$ cat src/core/ciaf_pkg.sv
// constants and types shared by the interrupt accept flag unit
package ciaf_pkg;
    localparam int AW       = 8;
    localparam int DW       = 8;
    localparam int MAX_SRC  = 16;
    localparam int VEC_W    = 4;
    localparam int LVL_W    = 3;
    localparam int SWI_W    = 6;

    localparam logic [AW-1:0] OFF_FLAGS   = 8'h00;
    localparam logic [AW-1:0] OFF_PEND_LO = 8'h01;
    localparam logic [AW-1:0] OFF_PEND_HI = 8'h02;
    localparam logic [AW-1:0] OFF_LAST    = 8'h03;
    localparam logic [AW-1:0] OFF_SRC     = 8'h10;

    localparam int CTRL_REQ_BIT  = 3;
    localparam int LAST_SEEN_BIT = 7;

    localparam logic [LVL_W-1:0] CTRL_LVL_RST = 3'h0;
    localparam logic [DW-1:0]    FLAGS_RST    = 8'h00;
    localparam logic [DW-1:0]    LAST_RST     = 8'h00;
    localparam logic [SWI_W-1:0] SWI_SP_MAX   = 6'h1f;

    typedef logic [LVL_W-1:0] ciaf_lvl_t;

    // processor flag byte as software sees it
    typedef struct packed {
        logic      pad7;
        ciaf_lvl_t ppl;
        logic      pad3;
        logic      rsv;
        logic      stack_sel;
        logic      gie;
    } ciaf_flags_t;

    typedef struct packed {
        logic [AW-1:0] addr;
        logic [DW-1:0] wdata;
        logic          wr;
        logic          rd;
    } ciaf_bus_t;

    typedef struct packed {
        logic             valid;
        logic [VEC_W-1:0] num;
        ciaf_lvl_t        level;
    } ciaf_irq_t;
endpackage

$ cat src/core/ciaf_accept_flags.sv
// interrupt accept flags: enable, stack select and priority level
//
// The implementer's own choices: the strobed register port and the placing of the registers.
`timescale 1ns/10ps

// How it works
// - enable flag 0 blocks maskable requests
// - an acknowledge taken while a request is offered clears the enable flag
// - stack select 0 interrupt, 1 user
// - acknowledge or low software interrupt clears select
// - priority level is three bits, 0 to 7
// - request needs level strictly above processor level
// - reserved flag bit written 0, read undefined
// - control registers reset low three bits only
module ciaf_accept_flags #(
    parameter int NUM_SRC = 8
) (
    input  wire logic                            mclk,
    input  wire logic                            rstn,
    input  wire ciaf_pkg::ciaf_bus_t             bus,
    output      logic [ciaf_pkg::DW-1:0]         rdata,
    input  wire logic [NUM_SRC-1:0]              src_req,
    input  wire logic                            ack,
    input  wire logic                            swi_exec,
    input  wire logic [ciaf_pkg::SWI_W-1:0]      swi_num,
    input  wire logic                            flags_load,
    input  wire ciaf_pkg::ciaf_flags_t           flags_val,
    output      ciaf_pkg::ciaf_irq_t             irq,
    output      ciaf_pkg::ciaf_flags_t           flags,
    output      logic                            user_sp
);
    import ciaf_pkg::*;

    if (NUM_SRC < 1 || NUM_SRC > MAX_SRC) begin : g_bad_num
        $error("NUM_SRC must lie in 1..16");
    end

    // the flag byte and the split pending read assume 8-bit registers
    if ($bits(ciaf_flags_t) != DW || MAX_SRC != 2 * DW) begin : g_bad_pkg
        $error("package widths do not fit the register layout");
    end

    function automatic logic src_hit(input logic [AW-1:0] a, input int i);
        return a == (OFF_SRC + AW'(i));
    endfunction

    ciaf_flags_t            flags_reg;
    ciaf_flags_t            flags_next;
    ciaf_irq_t              irq_reg;
    ciaf_irq_t              irq_next;
    logic [DW-1:0]          last_reg;
    logic [DW-1:0]          last_next;
    logic [DW-1:0]          rdata_reg;
    logic [DW-1:0]          rdata_next;

    ciaf_irq_t              win;
    logic                   ack_take;
    logic                   flags_wr;
    logic [DW-1:0]          ctrl     [NUM_SRC];
    logic [NUM_SRC-1:0]     ctrl_wr;
    logic [NUM_SRC-1:0]     ack_clr;
    logic [NUM_SRC-1:0]     pend;
    ciaf_lvl_t [NUM_SRC-1:0] lvl;
    logic [MAX_SRC-1:0]     pend_all;
    ciaf_flags_t            rd_flags;

    // an acknowledge only counts while a request is on offer
    assign ack_take = ack && irq_reg.valid;
    assign flags_wr = bus.wr && (bus.addr == OFF_FLAGS);

    for (genvar i = 0; i < NUM_SRC; i++) begin : g_src
        assign ctrl_wr[i] = bus.wr && src_hit(bus.addr, i);
        assign ack_clr[i] = ack_take && (irq_reg.num == VEC_W'(i));
        assign pend[i]    = ctrl[i][CTRL_REQ_BIT];
        assign lvl[i]     = ctrl[i][LVL_W-1:0];

        ciaf_src_ctrl u_src (
            .mclk    (mclk),
            .rstn    (rstn),
            .wr_en   (ctrl_wr[i]),
            .wdata   (bus.wdata),
            .req_in  (src_req[i]),
            .ack_clr (ack_clr[i]),
            .ctrl    (ctrl[i])
        );
    end

    for (genvar i = 0; i < MAX_SRC; i++) begin : g_pend
        if (i < NUM_SRC) begin : g_used
            assign pend_all[i] = pend[i];
        end else begin : g_unused
            assign pend_all[i] = 1'b0;
        end
    end

    ciaf_arbiter #(
        .NUM_SRC (NUM_SRC)
    ) u_arb (
        .gie  (flags_reg.gie),
        .ppl  (flags_reg.ppl),
        .pend (pend),
        .lvl  (lvl),
        .win  (win)
    );

    // flag byte: later assignments take priority
    always_comb begin
        flags_next = flags_reg;
        if (flags_wr) begin
            flags_next           = ciaf_flags_t'(bus.wdata);
            flags_next.rsv       = 1'b0;
            flags_next.pad3      = 1'b0;
            flags_next.pad7      = 1'b0;
        end
        // the core restores saved flags on return from a handler
        if (flags_load) begin
            flags_next           = flags_val;
            flags_next.rsv       = 1'b0;
            flags_next.pad3      = 1'b0;
            flags_next.pad7      = 1'b0;
        end
        if (swi_exec) begin
            flags_next.gie = 1'b0;
            if (swi_num <= SWI_SP_MAX) begin
                flags_next.stack_sel = 1'b0;
            end
        end
        // hardware acknowledge wins over every other source of change
        if (ack_take) begin
            flags_next.gie       = 1'b0;
            flags_next.stack_sel = 1'b0;
            flags_next.ppl       = irq_reg.level;
        end
    end

    always_ff @(posedge mclk) begin
        if (!rstn) begin
            flags_reg <= ciaf_flags_t'(FLAGS_RST);
        end else begin
            flags_reg <= flags_next;
        end
    end

    // offer to the core; dropped at once after a take so it is not taken twice
    always_comb begin
        irq_next = win;
        if (ack_take) begin
            irq_next = '0;
        end
    end

    always_ff @(posedge mclk) begin
        if (!rstn) begin
            irq_reg <= '0;
        end else begin
            irq_reg <= irq_next;
        end
    end

    // last accepted vector; seen bit clears on read, a new take wins
    always_comb begin
        last_next = last_reg;
        if (bus.rd && (bus.addr == OFF_LAST)) begin
            last_next[LAST_SEEN_BIT] = 1'b0;
        end
        if (ack_take) begin
            last_next                = '0;
            last_next[VEC_W-1:0]     = irq_reg.num;
            last_next[LAST_SEEN_BIT] = 1'b1;
        end
    end

    always_ff @(posedge mclk) begin
        if (!rstn) begin
            last_reg <= LAST_RST;
        end else begin
            last_reg <= last_next;
        end
    end

    // read data stand for one cycle only; unmapped reads give zero
    always_comb begin
        rdata_next = '0;
        if (bus.rd) begin
            case (bus.addr)
                OFF_FLAGS: begin
                    rdata_next = DW'(flags_reg);
                end
                OFF_PEND_LO: begin
                    rdata_next = pend_all[DW-1:0];
                end
                OFF_PEND_HI: begin
                    rdata_next = pend_all[MAX_SRC-1:DW];
                end
                OFF_LAST: begin
                    rdata_next = last_reg;
                end
                default: begin
                    for (int i = 0; i < NUM_SRC; i++) begin
                        if (src_hit(bus.addr, i)) begin
                            rdata_next = ctrl[i];
                        end
                    end
                end
            endcase
        end
    end

    always_ff @(posedge mclk) begin
        if (!rstn) begin
            rdata_reg <= '0;
        end else begin
            rdata_reg <= rdata_next;
        end
    end

    assign rdata   = rdata_reg;
    assign irq     = irq_reg;
    assign flags   = flags_reg;
    // 0 selects the interrupt stack pointer, 1 the user stack pointer
    assign user_sp = flags_reg.stack_sel;
    assign rd_flags = ciaf_flags_t'(rdata);
endmodule

$ cat src/core/ciaf_src_ctrl.sv
// one per-source interrupt control register
`timescale 1ns/10ps
module ciaf_src_ctrl (
    input  wire logic                   mclk,
    input  wire logic                   rstn,
    input  wire logic                   wr_en,
    input  wire logic [ciaf_pkg::DW-1:0] wdata,
    input  wire logic                   req_in,
    input  wire logic                   ack_clr,
    output      logic [ciaf_pkg::DW-1:0] ctrl
);
    import ciaf_pkg::*;

    logic [DW-1:0] ctrl_reg;
    logic [DW-1:0] ctrl_next;

    always_comb begin
        ctrl_next = ctrl_reg;
        if (wr_en) begin
            ctrl_next = wdata;
            // software may only withdraw a pending request
            ctrl_next[CTRL_REQ_BIT] = ctrl_reg[CTRL_REQ_BIT] & wdata[CTRL_REQ_BIT];
        end
        if (ack_clr) begin
            ctrl_next[CTRL_REQ_BIT] = 1'b0;
        end
        // a fresh request beats any clear in the same cycle
        if (req_in) begin
            ctrl_next[CTRL_REQ_BIT] = 1'b1;
        end
    end

    // upper bits are left alone by reset; level 0 keeps a stale request harmless
    always_ff @(posedge mclk) begin
        if (!rstn) begin
            ctrl_reg[LVL_W-1:0] <= CTRL_LVL_RST;
        end else begin
            ctrl_reg <= ctrl_next;
        end
    end

    assign ctrl = ctrl_reg;
endmodule

$ cat src/core/ciaf_arbiter.sv
// picks the highest pending source above the processor priority level
`timescale 1ns/10ps
module ciaf_arbiter #(
    parameter int NUM_SRC = 8
) (
    input  wire logic                                gie,
    input  wire ciaf_pkg::ciaf_lvl_t                 ppl,
    input  wire logic [NUM_SRC-1:0]                  pend,
    input  wire ciaf_pkg::ciaf_lvl_t [NUM_SRC-1:0]   lvl,
    output      ciaf_pkg::ciaf_irq_t                 win
);
    import ciaf_pkg::*;

    if (NUM_SRC < 1 || NUM_SRC > (1 << VEC_W)) begin : g_bad_num
        $error("NUM_SRC does not fit the vector field");
    end

    always_comb begin
        win       = '0;
        win.level = ppl;
        for (int i = 0; i < NUM_SRC; i++) begin
            // strictly above: equal levels are held off, ties keep the lower source
            if (pend[i] && (lvl[i] > win.level)) begin
                win.valid = 1'b1;
                win.num   = VEC_W'(i);
                win.level = lvl[i];
            end
        end
        if (!gie) begin
            win = '0;
        end
    end
endmodule

$ cat config.mk
export PLATFORM = sky130hd
export DESIGN_NAME = ciaf_accept_flags
export DESIGN_NICKNAME = d
export VERILOG_FILES = /design/src/core/ciaf_pkg.sv /design/src/core/ciaf_accept_flags.sv /design/src/core/ciaf_src_ctrl.sv /design/src/core/ciaf_arbiter.sv
export SDC_FILE = /design/constraint.sdc
export NUM_CORES = 1
export LEC_CHECK = 0
export BUFFER_PORTS_ARGS = -buffer_cell sky130_fd_sc_hd__buf_4
export CAP_MARGIN = 20
export CORE_UTILIZATION = 40
export DETAILED_ROUTE_END_ITERATION = 10
export PLACE_DENSITY = 0.61
export SYNTH_ARGS = -nofsm -noshare
export SYNTH_HDL_FRONTEND = slang
export SYNTH_HIERARCHICAL = 1
export SYNTH_SLANG_ARGS = --single-unit
$ cat constraint.sdc
create_clock -name mclk -period 11.7 [get_ports mclk]
set_clock_uncertainty 0.15 [all_clocks]
set_input_delay 0.585 -clock mclk [delete_from_list [all_inputs] [get_ports mclk]]
set_output_delay 0.585 -clock mclk [all_outputs]
set_load 0.05 [all_outputs]
== Word-level counts from Yosys, hierarchy flattened ==
Index checks and enable logic that the tools add are counted.
Storage, ports and cells
  word-level logic and storage cells: 172
  bits of input ports: 45
  output and inout port bits: 25
  flip-flop bits (word level): 90
Cells by class
  bitwise gates (word level): 10
  reductions and logical operators: 61
  muxes and demuxes: 40
  eq/ne operators: 18
  magnitude comparators: 9
Operator list (count)
  $mux W8: 17
  $eq A8 B5 Y1 const B: 8
  $reduce_and A2 Y1: 17
  $mux W4: 8
  $pmux W8 S4: 1
  $logic_and A1 B1 Y1: 27
  $reduce_bool A3 Y1: 9
  $gt A3 B3 Y1: 8
  $eq A4 B3 Y1 const B: 4
  $eq A8 B2 Y1 const B: 2
  $mux W7: 2
  $mux W1: 10
  $reduce_or A10 Y1: 1
  $and A1 B1 Y1: 8
  $eq A4 B2 Y1 const B: 2
  $eq A8 B1 Y1 const B: 1
  $logic_not A8 Y1: 1
  $le A6 B5 Y1 const B: 1
  $reduce_or A3 Y1: 2
  $eq A4 B1 Y1 const B: 1
  $logic_not A4 Y1: 1
  $reduce_bool A2 Y1: 2
  $mux W3: 1
  $mux W2: 1
  other kinds (2): 3

== Longest topological paths before layout ==
  depth in word-level cells: 24
  mapped depth: 56
  gate-level depth less buffers: 56

== Hierarchy ==
Netlist, hierarchy kept.
By module, submodules not included
  ciaf_src_ctrl: area each 301.5 µm², cells an instance 19, times used 8, seq. area each 210.2 µm²
  ciaf_accept_flags: area each 1969.4 µm², cells an instance 259, times used 1, seq. area each 520.5 µm²
  ciaf_arbiter: area each 1181.1 µm², cells an instance 165, times used 1, seq. area each 0.0 µm²

== Worst setup path before layout ==
No wires, ideal clock.
  path type: reg2reg
  start: register flags_reg (netlist bit flags[6])
  end: register irq_reg (netlist bit irq[7])
  library setup time: 115 ps
  path buffers: 0
  data required time: 11435 ps
  cell stages (with the launch flop): 54
  arrival time: 10581 ps
  clock period less this slack: 10847 ps
  path slack: 853 ps
  cell sequence: dfxtp_1 inv_1 ha_1 or2_4 o2111ai_1 nand2_1 o21ai_0 ha_1 nor2_1 nand2_1 a211oi_1 o21a_1 mux2_2 ha_1 nor2_1 nand2_1 a211o_1 and2_1 (+18 left out) a31oi_1 o311a_2 o21ai_0 and2_1 ha_1 nor2b_1 o21ai_0 a21oi_1 inv_1 a21o_1 ha_1 nor2b_1 o21a_1 o211ai_1 nor2b_1 a31oi_1 nand2b_1 and3_1
Between the ends
  word-level cells in the longest chain between the ends: 24
Ends and longest elaborated chain
  from (decl): RTL line ciaf_accept_flags.sv:47  | ciaf_flags_t flags_reg;
  from (signal assigned): RTL line ciaf_accept_flags.sv:138  | flags_reg <= ciaf_flags_t'(FLAGS_RST);
  from (signal assigned): RTL line ciaf_accept_flags.sv:140  | flags_reg <= flags_next;
  $gt A3 B3 Y1: RTL line ciaf_arbiter.sv:23  | if (pend[i] && (lvl[i] > win.level)) begin
  $logic_and A1 B1 Y1: RTL line ciaf_arbiter.sv:23
  $mux W8 *: RTL line ciaf_arbiter.sv:23
  $gt A3 B3 Y1: RTL line ciaf_arbiter.sv:23
  $logic_and A1 B1 Y1: RTL line ciaf_arbiter.sv:23
  $mux W8 *: RTL line ciaf_arbiter.sv:23
  $gt A3 B3 Y1: RTL line ciaf_arbiter.sv:23
  $logic_and A1 B1 Y1: RTL line ciaf_arbiter.sv:23
  (+8 left out)
  $logic_and A1 B1 Y1: RTL line ciaf_arbiter.sv:23
  $mux W8 *: RTL line ciaf_arbiter.sv:23
  $gt A3 B3 Y1: RTL line ciaf_arbiter.sv:23
  $logic_and A1 B1 Y1: RTL line ciaf_arbiter.sv:23
  $mux W8 *: RTL line ciaf_arbiter.sv:23
  $gt A3 B3 Y1: RTL line ciaf_arbiter.sv:23
  $logic_and A1 B1 Y1: RTL line ciaf_arbiter.sv:23
  $mux W8 *: RTL line ciaf_arbiter.sv:23
  to (signal assigned): RTL line ciaf_accept_flags.sv:156  | irq_reg <= irq_next;
  to (decl): RTL line ciaf_accept_flags.sv:49  | ciaf_irq_t irq_reg;
Mark *: on every way between the ends. The rest lies on a longest branch, timed or not.
A chain may end at the register's enable or synchronous reset.

== Worst setup path after layout ==
Ends and elaborated chain as after synthesis.

==> impl_metrics.tcl <==
set metrics [dict create \
    core_mm2 0.0134 \
    r2r-end "irq[7]" \
    worst_slew_pin_slew_ps 973 \
    finalHoldViolCount 0 \
    p_int_uw 547 \
    diodes 0 \
    ff2ff_path_depth 55 \
    vias 4573 \
    wl_um 15800 \
    ant_nets 0 \
    area_growth_pct 15.1 \
    syn_area_per_cell_um2 9.66 \
    post-route-period-util_pct 94.1 \
    cts-root-buf "clkbuf_16" \
    synthAdderAreaFrac_pct 3.15 \
    p_seq_share_pct 45.3 \
    stdcell_count 806 \
    dieArea_mm2 0.0144 \
    ys_ff_latch 90 \
    postCtsHoldBufs 0 \
    clk-insertion-delay-late_ps 350 \
    hold_path.class "primary input to flip-flop" \
    setup_ws_ps 692 \
    ys_types 79 \
    p_switching_uw 201 \
    power_uw 748 \
    place_ws_ps 312 \
    p_leak_uw 0.00231 \
    placed_cells 786 \
    clockBufferDepth 2 \
    htree_levels 3 \
    grt_util_all_layers_pct 22.3 \
    tns_ps 0 \
    status "complete, no violations" \
    async_flop_share_pct 0 \
    slew_violations 0 \
    start_kind "flip-flop" \
    rr_startpoint "flags[6]" \
    cts_buffers 9 \
    combPwrFrac_pct 15.9 \
    antenna_found_initial 0 \
    dp_hpwl_um 11600 \
    io_buffers 58 \
    synth_edf_count 40 \
    crit_fanout 6 \
    min_from "swi_exec" \
    place_congestion 0.894 \
    worstPathArrival_ps 11100 \
    cp-end-kind "flip-flop" \
    post_dp_cell_area_mm2 0.00603 \
    syn_inst 576 \
    clk_pin_slew_ps 60 \
    rsz0062_at_grt "false" \
    drive_gt1_share_pct 21.4 \
    ys.flop_type "dfxtp_1" \
    yosysSeqAreaShare_pct 39.6 \
    drtIter0Drc 359 \
    slowest_delay_ps 410 \
    mostFrequentLayoutCells "66 x buf_4, 50 x dfxtp_1, 49 x nand2_1, 44 x mux2i_1, 40 x edfxtp_1" \
    dr.pass1.iters 5 \
    io_pins 70 \
    r2r_slack_ps 690 \
    ys_warn_count 6 \
    fp.dieW_um 120 \
    vdd_drop_max_mv 0.0740 \
    worstSetupStartpoint "flags[6]" \
    vias_per_cell 5.67 \
    die_h_um 120 \
    final_common_cell "buf_4" \
    setup_viol 0 \
    nNetsFinal 684 \
    wl_per_cell_um 19.6 \
    cp.required_ps 11790 \
    grt_max_degree 59 \
    start_util_pct 41.5 \
    min_to "flags[0]" \
    synth_top_family_by_area "compound AO/OA/AOI/OAI gates" \
    p_sw_share_pct 26.9 \
    max_freq_mhz 90.8 \
    grt-ovfl-total 0 \
    drv_cap 0 \
    synth-xor-area-share_pct 0 \
    hold_depth 2 \
    synth_compound_area_share_pct 21.7 \
    crit_type "flip-flop to flip-flop" \
    cpMostUsedCell "ha_1" \
    drc 0 \
    synthMuxAreaShare_pct 10.1 \
    largest_reg_flops 64 \
    slowest_stage "o41ai_4" \
    cts.sinks 90 \
    pwr_density_cell_mw_per_mm2 117 \
    syn-cell-area_mm2 0.00556 \
    max-slew-margin-rel_pct 34.7 \
    grt_pass1_wl_um 24100 \
    cts_tree "done" \
    finalCriticalPeriod_ps 11010 \
    clkPwrFrac_pct 38.8 \
    design_area_mm2 0.00640 \
    core.rowCount 42 \
    first_global_vias 4334 \
    synth-simple-area-share_pct 19.3 \
]
per-layer routing:
layer | GRT usage, % | share of wire, %
met4 | 9.30 | 1.5
met1 | 31.0 | 47
met5 | 0 | 0
met2 | 34.3 | 47
met3 | 3.42 | 4.6
worst max path at each step:
stage / slack [ps] / endpoint / cells after the start
6_report: 690 / irq[7] / 55
5_1_grt: 4 / irq[7] / 55
4_1_cts: 280 / irq[7] / 54
3_5_place_dp: 310 / irq[7] / 54
3_3_place_gp: 670 / irq[7] / 53
2_1_floorplan: 850 / irq[7] / 53
what timing repair did:
action | in CTS | in global routing
resized for setup | 0 | 12
setup endpoints to repair | 0 | 7
hold endpoints to repair | 0 | 0
setup buffers | 0 | 4
layout make-up:
type,count,area (µm²)
fill,1254,7000
tap,176,220
timing repair buffer,66,495
inverter,29,109
multi-input combinational,429,3080
sequential,90,2200
clock inverter,6,66.3
clock buffer,10,229
cells by family after synthesis:
family	Yosys count
other cells	2
buf+inv	59
simple gates	204
compound gates	154
fa+ha+maj	14
flops	90
mux	53
critical path: cells and delay by family (launching register included):
family                   cells  cell delay (ps)
buffers and inverters        3              400
AND/OR/NAND/NOR             22             3030
AO/OA/AOI/OAI               21             4150
adder cells (fa/ha/maj)      8             2380
multiplexers                 1              390
flip-flops                   1              390
metrics by stage:
stage / hold slack (ps) / utilization, %
2_1_floorplan: 293 / -
3_5_place_dp: 311 / 45.0
5_1_grt: 251 / 47.8
4_1_cts: 242 / 47.2
6_report: 251 / 47.8
3_3_place_gp: 310 / 45.0
power groups by stage:
stage / logic, µW / clock network [µW] / registers [µW]
finish: 119 / 290 / 339
global route: 129 / 307 / 339
CTS: 112 / 295 / 339
detailed placement: 111 / 0 / 346
global placement: 108 / 0 / 345
floorplan: 68.9 / 0 / 349
cells in the mapped netlist (all sizes together) (10+ instances only):
library cell	n	area (µm²)
dfxtp	50	1000
buf	24	200
ha	14	175
inv	29	109
and3	12	80.1
o31a	10	87.6
nor2b	36	225
mux2i	44	440
edfxtp	40	1200
nand3	10	50.1
o21ai	26	130
a21oi	29	149
and2	19	129
nand2	50	190
nor3	11	55.1
nor2	42	160
(Power assumes the default switching activity.)
